File: config.mk
export PLATFORM = sky130hd
export DESIGN_NAME = osst_top
export DESIGN_NICKNAME = d
export VERILOG_FILES = /design/src/rtl/osst_pkg.sv /design/src/rtl/osst_top.sv
export SDC_FILE = /design/constraint.sdc
export NUM_CORES = 1
export LEC_CHECK = 0
export BUFFER_PORTS_ARGS = -buffer_cell sky130_fd_sc_hd__buf_2
export CAP_MARGIN = 10
export CELL_PAD_IN_SITES_DETAIL_PLACEMENT = 1
export CELL_PAD_IN_SITES_GLOBAL_PLACEMENT = 1
export CORE_MARGIN = 4
export CORE_UTILIZATION = 26
export CTS_CLUSTER_DIAMETER = 40
export DETAILED_ROUTE_END_ITERATION = 8
export PLACE_DENSITY = 0.77
export SYNTH_ARGS = -nofsm -noshare
export SYNTH_HDL_FRONTEND = slang
export SYNTH_SLANG_ARGS = --single-unit
File: constraint.sdc
create_clock -name CLK -period 1.83 [get_ports CLK]
set_clock_uncertainty 0.2 [all_clocks]
set_input_delay 0.0915 -clock CLK [delete_from_list [all_inputs] [get_ports CLK]]
set_output_delay 0.0915 -clock CLK [all_outputs]
set_load 0.05 [all_outputs]
File: src/rtl/osst_pkg.sv
// Purpose: shared constants for the oscillator source switch and trim block
// Assumes: APB with 32-bit data, one aligned word per register
// Notes: byte offsets and write field positions live here; read words pack fields by position in osst_top
package osst_pkg;
   localparam logic [7:0] OSST_ADDR_TRIM = 8'h38;
   localparam logic [7:0] OSST_ADDR_STAT = 8'h3c;
   localparam logic [7:0] OSST_ADDR_CFG = 8'h40;
   localparam logic [7:0] OSST_TRIM_RESET = 8'h80;
   localparam int OSST_BIT_REQ = 0;
   localparam int OSST_BIT_ENG = 1;
   localparam int OSST_BIT_OUTEN = 2;
   localparam int OSST_SEL_LO = 0;
   localparam int OSST_SEL_HI = 1;
   localparam logic [1:0] OSST_SRC_INT = 2'h0;
   localparam logic [1:0] OSST_SRC_EXT = 2'h1;
   localparam logic [1:0] OSST_SRC_RC = 2'h2;
   localparam logic [1:0] OSST_SRC_XTAL = 2'h3;
   localparam logic [1:0] OSST_EDGES_NEEDED = 2'h2;
   typedef enum logic [1:0] {
      OSST_ST_INT = 2'b00,
      OSST_ST_WAIT = 2'b01,
      OSST_ST_HAND = 2'b11,
      OSST_ST_EXT = 2'b10
   } osst_state_e;
endpackage

File: src/rtl/osst_top.sv
// Purpose: clock source select, one-way internal to external switch, trim register
// Assumes: source clocks arrive as levels sampled on CLK; CLK far faster than sources
// Notes: x4 and x2 are clock-rate levels regenerated in the CLK domain
// Summary of operation
// - trim is eight bits, steps +127 and -128 around the midpoint
// - larger trim lengthens internal period, smaller shortens it
// - reset loads trim with 0x80
// - selection makes input pin a clock input; crystal also takes output pin
// - after request, wait two external rising edges before switching
// - switch internal to external without glitch or runt pulse
// - set engaged status first, then stop the internal oscillator; internal enable drops with engaged, run flag one cycle later
// - only reset restarts internal oscillator; no fallback on external loss
// - direct external mode: x4 is input pin clock, x2 is half of it
// - direct external mode: output pin is port bit four, enable ignored
// - crystal mode: output pin is amplifier output, enable ignored
// - internal or RC mode: enable 0 gives port bit four, 1 gives x4
// - oscillator enable input gates whichever source is selected
// - x4 equals the internal clock until the switch, then the selected source clock, to the system unit
// - x2 runs at half the x4 frequency, to the system unit
// - wait mode leaves both clocks running
// - stop mode disables the selected source, hence x2 and x4
// - debug break leaves both clocks running
// - select decodes 00 internal, 01 external, 10 RC, 11 crystal
// - switch request bit is read/write and cleared by reset
// - engaged status is read-only, one while external drives system clock
// - out of reset the internal oscillator is selected
module osst_top
   import osst_pkg::*;
(
   input wire logic CLK,
   input wire logic SRST,
   input wire logic PSEL,
   input wire logic PENABLE,
   input wire logic PWRITE,
   input wire logic [7:0] PADDR,
   input wire logic [31:0] PWDATA,
   output logic [31:0] PRDATA,
   output logic PREADY,
   output logic PSLVERR,
   input wire logic OSC_IN_PIN,
   input wire logic INTERNAL_SOURCE_CLOCK,
   input wire logic RC_SOURCE_CLOCK,
   input wire logic CRYSTAL_SOURCE_CLOCK,
   input wire logic OSC_ENABLE_FROM_SYSINT,
   input wire logic STOP_MODE,
   input wire logic WAIT_MODE,
   input wire logic BREAK_STATE,
   input wire logic PORT_A_BIT4_OUT,
   input wire logic PORT_A_BIT4_OE_N,
   output logic OSC_OUT_PIN_O,
   output logic OSC_OUT_PIN_OE_N,
   output logic OSC_IN_IS_CLOCK,
   output logic OUT_PIN_IS_XTAL_AMP,
   output logic [7:0] INTERNAL_OSC_TRIM,
   output logic INTERNAL_OSC_RUN,
   output logic INTERNAL_OSC_ENABLE,
   output logic RC_OSC_ENABLE,
   output logic XTAL_OSC_ENABLE,
   output logic CORE_CLOCK_X4,
   output logic CORE_CLOCK_X2
);
   import osst_pkg::*;

   logic [7:0] trim_reg;
   logic [1:0] sel_reg;
   logic req_reg;
   logic outen_reg;
   logic eng_reg;
   logic int_run_reg;
   osst_state_e state_reg, state_next;
   logic req_s1_reg, req_s2_reg;
   logic ext_s1_reg, ext_s2_reg, ext_s3_reg;
   logic [1:0] edge_cnt_reg;
   logic int_s1_reg, int_s2_reg;
   logic x4_reg, x4_d_reg, x2_reg;
   logic use_ext_reg;
   logic [31:0] prdata_reg;

   // apb decode, zero wait states
   wire acc = PSEL && PENABLE;
   wire wr = acc && PWRITE;
   wire hit_trim = (PADDR == OSST_ADDR_TRIM);
   wire hit_stat = (PADDR == OSST_ADDR_STAT);
   wire hit_cfg = (PADDR == OSST_ADDR_CFG);
   wire hit_any = hit_trim || hit_stat || hit_cfg;
   wire wr_trim = wr && hit_trim;
   wire wr_stat = wr && hit_stat;
   wire wr_cfg = wr && hit_cfg;

   assign PREADY = 1'b1;
   assign PSLVERR = acc && !hit_any;
   assign PRDATA = prdata_reg;

   wire [31:0] rd_stat = {30'h0, eng_reg, req_reg};
   wire [31:0] rd_cfg = {29'h0, outen_reg, sel_reg};
   wire [31:0] rd_mux = hit_trim ? {24'h0, trim_reg} :
                        hit_stat ? rd_stat :
                        hit_cfg ? rd_cfg : 32'h0;

   always_ff @(posedge CLK) begin
      if (SRST) begin
         prdata_reg <= 32'h0;
      end else if (PSEL && !PENABLE && !PWRITE) begin
         prdata_reg <= rd_mux;
      end
   end

   // trim: field passes straight to the capacitor bank, higher means longer period
   always_ff @(posedge CLK) begin
      if (SRST) begin
         trim_reg <= OSST_TRIM_RESET;
      end else if (wr_trim) begin
         trim_reg <= PWDATA[7:0];
      end
   end
   assign INTERNAL_OSC_TRIM = trim_reg;

   always_ff @(posedge CLK) begin
      if (SRST) begin
         sel_reg <= OSST_SRC_INT;
         outen_reg <= 1'b0;
         req_reg <= 1'b0;
      end else begin
         if (wr_cfg) begin
            sel_reg <= PWDATA[OSST_SEL_HI:OSST_SEL_LO];
            outen_reg <= PWDATA[OSST_BIT_OUTEN];
         end
         if (wr_stat) begin
            req_reg <= PWDATA[OSST_BIT_REQ];
         end
      end
   end

   // source decode
   wire is_int = (sel_reg == OSST_SRC_INT);
   wire is_ext = (sel_reg == OSST_SRC_EXT);
   wire is_rc = (sel_reg == OSST_SRC_RC);
   wire is_xtal = (sel_reg == OSST_SRC_XTAL);

   assign OSC_IN_IS_CLOCK = !is_int;
   assign OUT_PIN_IS_XTAL_AMP = is_xtal;

   // source that feeds the external edge chain
   wire ext_src = is_ext ? OSC_IN_PIN :
                  is_rc ? RC_SOURCE_CLOCK :
                  is_xtal ? CRYSTAL_SOURCE_CLOCK : 1'b0;

   // synchronisers: first stage read only by second
   always_ff @(posedge CLK) begin
      if (SRST) begin
         req_s1_reg <= 1'b0;
         req_s2_reg <= 1'b0;
         ext_s1_reg <= 1'b0;
         ext_s2_reg <= 1'b0;
         ext_s3_reg <= 1'b0;
         int_s1_reg <= 1'b0;
         int_s2_reg <= 1'b0;
      end else begin
         req_s1_reg <= req_reg;
         req_s2_reg <= req_s1_reg;
         ext_s1_reg <= ext_src;
         ext_s2_reg <= ext_s1_reg;
         ext_s3_reg <= ext_s2_reg;
         int_s1_reg <= INTERNAL_SOURCE_CLOCK;
         int_s2_reg <= int_s1_reg;
      end
   end

   wire ext_rise = ext_s2_reg && !ext_s3_reg;
   wire run_ok = OSC_ENABLE_FROM_SYSINT && !STOP_MODE;
   wire last_edge = (edge_cnt_reg == OSST_EDGES_NEEDED - 2'h1);
   // swap only while x4 and both sources sit low: no runt high phase either side
   wire hand_ok = !x4_reg && !int_s2_reg && !ext_s2_reg;

   // switch sequencer: one-way
   always_comb begin
      state_next = state_reg;
      unique case (state_reg)
         OSST_ST_INT: begin
            if (req_s2_reg && !is_int) begin
               state_next = OSST_ST_WAIT;
            end
         end
         OSST_ST_WAIT: begin
            if (ext_rise && last_edge) begin
               state_next = OSST_ST_HAND;
            end
         end
         OSST_ST_HAND: begin
            if (hand_ok) begin
               state_next = OSST_ST_EXT;
            end
         end
         OSST_ST_EXT: begin
            state_next = OSST_ST_EXT;
         end
      endcase
   end

   always_ff @(posedge CLK) begin
      if (SRST) begin
         state_reg <= OSST_ST_INT;
         edge_cnt_reg <= 2'h0;
      end else begin
         state_reg <= state_next;
         if (state_reg == OSST_ST_WAIT && ext_rise) begin
            edge_cnt_reg <= edge_cnt_reg + 2'h1;
         end
      end
   end

   // engaged first, internal run flag clears one cycle later
   always_ff @(posedge CLK) begin
      if (SRST) begin
         use_ext_reg <= 1'b0;
         eng_reg <= 1'b0;
         int_run_reg <= 1'b1;
      end else begin
         if (state_reg == OSST_ST_HAND && hand_ok) begin
            use_ext_reg <= 1'b1;
            eng_reg <= 1'b1;
         end
         if (eng_reg) begin
            int_run_reg <= 1'b0;
         end
      end
   end
   assign INTERNAL_OSC_RUN = int_run_reg;

   // enables to analog sources
   assign INTERNAL_OSC_ENABLE = run_ok && int_run_reg && !use_ext_reg;
   assign RC_OSC_ENABLE = run_ok && is_rc;
   assign XTAL_OSC_ENABLE = run_ok && is_xtal;

   // x4 follows the live source; switch only happens while x4 is low
   wire src_live = use_ext_reg ? ext_s2_reg : int_s2_reg;
   wire x4_next = run_ok && src_live;
   always_ff @(posedge CLK) begin
      if (SRST) begin
         x4_reg <= 1'b0;
         x4_d_reg <= 1'b0;
         x2_reg <= 1'b0;
      end else begin
         x4_reg <= x4_next;
         x4_d_reg <= x4_reg;
         if (x4_reg && !x4_d_reg) begin
            x2_reg <= !x2_reg;
         end
      end
   end
   assign CORE_CLOCK_X4 = x4_reg;
   assign CORE_CLOCK_X2 = x2_reg;

   // output pin function
   wire pin_x4 = (is_int || is_rc) && outen_reg;
   assign OSC_OUT_PIN_O = is_xtal ? 1'b0 : pin_x4 ? x4_reg : PORT_A_BIT4_OUT;
   assign OSC_OUT_PIN_OE_N = is_xtal ? 1'b1 : pin_x4 ? 1'b0 : PORT_A_BIT4_OE_N;

   // wait and break need no gating
   wire unused_ok = WAIT_MODE ^ BREAK_STATE;

   // reset values and register writes
   a_trim_reset: assert property (
      @(posedge CLK) $past(SRST) |-> trim_reg == OSST_TRIM_RESET)
      else $error("trim not midpoint after reset");

   a_req_clear: assert property (
      @(posedge CLK) $past(SRST) |-> !req_reg && !eng_reg)
      else $error("request not cleared");

   a_trim_write: assert property (
      @(posedge CLK) disable iff (SRST)
      wr_trim |=> trim_reg == $past(PWDATA[7:0]))
      else $error("trim write lost");

   // switch sequence
   a_two_edges: assert property (
      @(posedge CLK) disable iff (SRST)
      $rose(eng_reg) |-> edge_cnt_reg == OSST_EDGES_NEEDED)
      else $error("switched before two edges");

   a_switch_low: assert property (
      @(posedge CLK) disable iff (SRST)
      $rose(use_ext_reg) |-> !$past(x4_reg) && !$past(int_s2_reg) && !$past(ext_s2_reg) && !x4_reg)
      else $error("switch at high clock");

   a_eng_before_stop: assert property (
      @(posedge CLK) disable iff (SRST)
      $rose(eng_reg) |-> int_run_reg ##1 !int_run_reg)
      else $error("internal stopped before engaged");

   a_int_enable_off: assert property (
      @(posedge CLK) disable iff (SRST)
      eng_reg |-> !INTERNAL_OSC_ENABLE)
      else $error("internal enabled after switch");

   a_no_fallback: assert property (
      @(posedge CLK) disable iff (SRST)
      eng_reg |=> eng_reg && !int_run_reg)
      else $error("fell back to internal");

   a_state_oneway: assert property (
      @(posedge CLK) disable iff (SRST)
      state_reg == OSST_ST_EXT |=> state_reg == OSST_ST_EXT && eng_reg)
      else $error("sequencer left external state");

   // clock outputs
   a_x4_ext_src: assert property (
      @(posedge CLK) disable iff (SRST)
      run_ok && use_ext_reg |=> x4_reg == $past(ext_s2_reg))
      else $error("x4 not following external source");

   a_x4_int_src: assert property (
      @(posedge CLK) disable iff (SRST)
      run_ok && !use_ext_reg |=> x4_reg == $past(int_s2_reg))
      else $error("x4 not following internal source");

   a_x2_half_rate: assert property (
      @(posedge CLK) disable iff (SRST)
      x4_reg && !x4_d_reg |=> x2_reg != $past(x2_reg))
      else $error("x2 missed an x4 rise");

   a_x2_steady: assert property (
      @(posedge CLK) disable iff (SRST)
      !(x4_reg && !x4_d_reg) |=> $stable(x2_reg))
      else $error("x2 toggled without x4 rise");

   a_wait_break_run: assert property (
      @(posedge CLK) disable iff (SRST)
      (WAIT_MODE || BREAK_STATE) && run_ok |=> x4_reg == $past(src_live))
      else $error("x4 gated in wait or break");

   a_stop_gates: assert property (
      @(posedge CLK) disable iff (SRST)
      STOP_MODE ##1 STOP_MODE |-> !x4_reg)
      else $error("x4 running in stop");

   a_stop_enables: assert property (
      @(posedge CLK) disable iff (SRST)
      STOP_MODE |-> !INTERNAL_OSC_ENABLE && !RC_OSC_ENABLE && !XTAL_OSC_ENABLE)
      else $error("source enabled in stop");

   a_enable_gates: assert property (
      @(posedge CLK) disable iff (SRST)
      !OSC_ENABLE_FROM_SYSINT |-> !INTERNAL_OSC_ENABLE && !RC_OSC_ENABLE && !XTAL_OSC_ENABLE ##1 !x4_reg)
      else $error("source runs while disabled");

   // pin function
   a_pin_roles: assert property (
      @(posedge CLK) disable iff (SRST)
      OSC_IN_IS_CLOCK == (sel_reg != OSST_SRC_INT) && OUT_PIN_IS_XTAL_AMP == (sel_reg == OSST_SRC_XTAL))
      else $error("pin roles wrong for select");

   a_ext_pin_port: assert property (
      @(posedge CLK) disable iff (SRST)
      is_ext |-> OSC_OUT_PIN_O == PORT_A_BIT4_OUT && OSC_OUT_PIN_OE_N == PORT_A_BIT4_OE_N)
      else $error("external mode pin not port bit");

   a_xtal_pin: assert property (
      @(posedge CLK) disable iff (SRST)
      is_xtal |-> OSC_OUT_PIN_OE_N)
      else $error("crystal pin driven");

   a_pin_x4: assert property (
      @(posedge CLK) disable iff (SRST)
      (is_int || is_rc) && outen_reg |-> !OSC_OUT_PIN_OE_N && OSC_OUT_PIN_O == x4_reg)
      else $error("x4 not on pin");

   // main scenarios reached
   c_switch: cover property (@(posedge CLK) disable iff (SRST) $rose(eng_reg));
   c_x2_toggle: cover property (@(posedge CLK) disable iff (SRST) $rose(x2_reg));
   c_pin_x4: cover property (@(posedge CLK) disable iff (SRST) pin_x4 && x4_reg);
   c_stop: cover property (@(posedge CLK) disable iff (SRST) STOP_MODE && use_ext_reg);
   c_xtal_run: cover property (@(posedge CLK) disable iff (SRST) is_xtal && use_ext_reg);
endmodule

==> metrics.md <==
| Metric | Value |
|---|---|
| Startpoint types | `input port` |
| Crit path arrival time | `1.38 ns` |
| Setup Buffers After CTS | `0` |
| Leakage power | `0.999 nW` |
| Share of cells above drive strength 1 | `30.7%` |
| Slowest-stage cell, CP | `or4_4` |
| Most frequent cells in the layout | `buf_2 (55), dfxtp_1 (35), nor2_1 (26)` |
| Global-route wire length before repair | `6780 um` |
| Synthesized cell area | `1680 um2` |
| Port bufs | `55` |
| Average size of a mapped cell | `9.18 um2` |
| Total global-route track usage | `11.3%` |
| Iter 0 DRT Violations | `57` |
| Final Max Slew Viols | `0` |
| Worst path most repeated cell | `buf_2` |
| Post-route worst setup slack | `0.163 ns` |
| Total of max-cap violations | `0` |
| Number of clock sinks | `36` |
| Routed WL | `4380 um` |
| Ports | `107` |
| Pre-CTS WS | `-0.0908 ns` |
| Core Region | `6310 um2` |
| Largest net degree at the start of global routing | `38` |
| Kind of end point of the critical path | `primary output` |
| Gr ovfl total | `0` |
| Avg WL per Cell | `13.2 um` |
| VDD IR max | `0.503 mV` |
| Yosys warnings | `0` |
| CP max stage delay | `0.58 ns` |
| Vias per inst | `4.30` |
| Most common cell after layout, fill and taps aside | `buf_2` |
| Synth Instances | `183` |
| CP delay by family, top | `simple AND/OR/NAND/NOR gates` |
| Clock buffer depth | `2` |
| Tcrit/Tclk final | `91.1%` |
| Final setup TNS | `0 ns` |
| Crit-path cells | `buf_2 -> or4_4 -> nor2b_1 -> buf_4 -> nor3_1 -> buf_2` |
| Status | `completed` |
| Worst path bufs/invs | `3` |
| Clk pin slew, worst setup/hold paths | `0.07 ns` |
| Post-route cell area | `2210 um2` |
| Fmax | `600 MHz` |
| Post-DP Area | `1960 um2` |
| Final Util | `35.1%` |
| Detailed-route via count | `1422` |
| Full die area | `7810 um2` |
| H-tree Lvls | `2` |
| CTS root buffer | `clkbuf_8` |
| Fillers | `767` |
| Crit Path Category | `input port to primary output` |
| CTS tree | `yes` |
| Worst slew pin tran | `0.650 ns` |
| Worst skew pair latency | `0.28 ns` |
| CTS buffer count | `5` |
| RSZ-0062 raised after global routing | `no` |
| Number of diodes | `0` |
| Vias in the first global route | `1447` |
| Register bit count reported by yosys | `36` |
| Hpwl dp | `3330 um` |
| First-pass DRT Iterations | `3` |
| Initial Util | `26.6%` |
| Hold WC Path Type | `input port to register` |
| CP Max Fanout | `5` |
| Num rows | `29` |
| WP data required | `1.54 ns` |
| Fin. Hold Viols | `0` |
| Synth cell types | `36` |
| Number of remaining DRC errors | `0` |
| Pwr/cell area | `779 nW/um2` |
| Period minus WS final | `1.67 ns` |
| Final setup violation count | `0` |
| Relative slew slack | `56.6%` |
| Post-synthesis sequential area ratio | `42.9%` |
| Detail Route Antenna Nets | `0` |
| Area Overhead vs Synth | `31.9%` |
| Initial antenna violation count | `0` |
| Die span in y | `88.4 um` |
| Layout net count | `309` |
| RePlAce Congestion | `0.758` |
| Horiz. Die Dim | `88.4 um` |
synthesized netlist by cell type:
| master | instances | area share [%] |
|---|---|---|
| dfxtp_1 | 36 | 43 |
| nor2_1 | 26 | 5.8 |
| buf_4 | 25 | 11 |
| mux2i_1 | 13 | 7.7 |
| nor2b_1 | 12 | 4.5 |
| clkbuf_1 | 7 | 1.6 |
| a22oi_1 | 6 | 2.7 |
| inv_1 | 6 | 1.3 |
| nor3_1 | 6 | 1.8 |
| nand2b_1 | 5 | 1.9 |
| a21oi_1 | 4 | 1.2 |
| nand2_1 | 4 | 0.89 |
| a221oi_1 | 2 | 1.0 |
| buf_6 | 2 | 1.3 |
| conb_1 | 2 | 0.45 |
| mux2_2 | 2 | 1.3 |
| nand3_1 | 2 | 0.60 |
| nand4b_1 | 2 | 1.0 |
| nor4_1 | 2 | 0.75 |
| o21ai_0 | 2 | 0.60 |
| xnor2_1 | 2 | 1.0 |
| a211o_1 | 1 | 0.52 |
| a211oi_1 | 1 | 0.45 |
| ha_1 | 1 | 0.75 |
| nand3b_1 | 1 | 0.45 |
| nor3_4 | 1 | 0.97 |
| nor3b_1 | 1 | 0.45 |
| nor4b_1 | 1 | 0.52 |
| nor4bb_1 | 1 | 0.60 |
| o22ai_1 | 1 | 0.37 |
| o41ai_1 | 1 | 0.52 |
| or2_2 | 1 | 0.37 |
| or3_1 | 1 | 0.37 |
| or3b_2 | 1 | 0.52 |
| or4_4 | 1 | 0.67 |
| or4b_4 | 1 | 0.82 |
cells by family after synthesis:
family / after synthesis / share of synthesized area, %
simple gates: 69 / 23.0
buf+inv: 40 / 15.4
flops: 36 / 42.9
compound gates: 18 / 7.38
mux: 15 / 9.09
other cells: 2 / 0.447
xor+xnor: 2 / 1.04
fa+ha+maj: 1 / 0.745
power by group:
part | switching (mW) | internal [mW]
clock network | 0.283 | 0.403
logic | 0.188 | 0.0621
registers | 0.00230 | 0.788
total | 0.473 | 1.25
metal layers:
| metal | track usage [%] | wire length, um | share of wire, % | vias up |
|---|---|---|---|---|
| li1 | - | - | - | 706 |
| met1 | 12.6 | 1790 | 41 | 658 |
| met2 | 20.1 | 2140 | 49 | 52 |
| met3 | 4.38 | 396 | 9.0 | 6 |
| met4 | 3.02 | 55 | 1.3 | 0 |
| met5 | 0 | 0 | 0 | - |
path summary, 6_finish.rpt:
check / from / endpoint / slack (ns) / depth (start not counted)
worst max-delay path: PADDR[1] / PSLVERR / 0.16 / 6
worst min-delay path: PWRITE / sel_reg[1] / 0.11 / 5
worst max register to register: ext_s2_reg / edge_cnt_reg[1] / 0.29 / 3
worst min register to register: req_s1_reg / req_s2_reg / 0.24 / 1
cell type report:
cell class / count / area [um2] / share of cell area, %
Multi-Input combinational cell: 130 / 797 / 36.0
Timing Repair Buffer: 74 / 465 / 21.0
Inverter: 6 / 22.5 / 1.02
Clock inverter: 3 / 42.5 / 1.92
Clock buffer: 5 / 68.8 / 3.11
Tap cell: 77 / 96.3 / 4.35
Sequential cell: 36 / 722 / 32.6
timing repair:
item,CTS,global route
resized for setup,0,1
hold buffers,14,0
setup endpoints to repair,0,1
hold endpoints to repair,15,0
metrics by stage:
step	cells	hold WS [ns]	total power, mW
floorplan	206	0.00936	1.03
global placement	309	0.0949	1.03
detailed placement	309	0.111	1.03
CTS	331	0.104	1.75
global route	331	0.141	1.81
finish	331	0.106	1.73
tightest hold or removal path, cell delays in order:
cell and delay, ns:
buf_2 0.12, inv_1 0.05, or4b_4 0.15, mux2i_1 0.07
nor2_1 0.07
No activity file was read; power rests on OpenSTA's default activity.
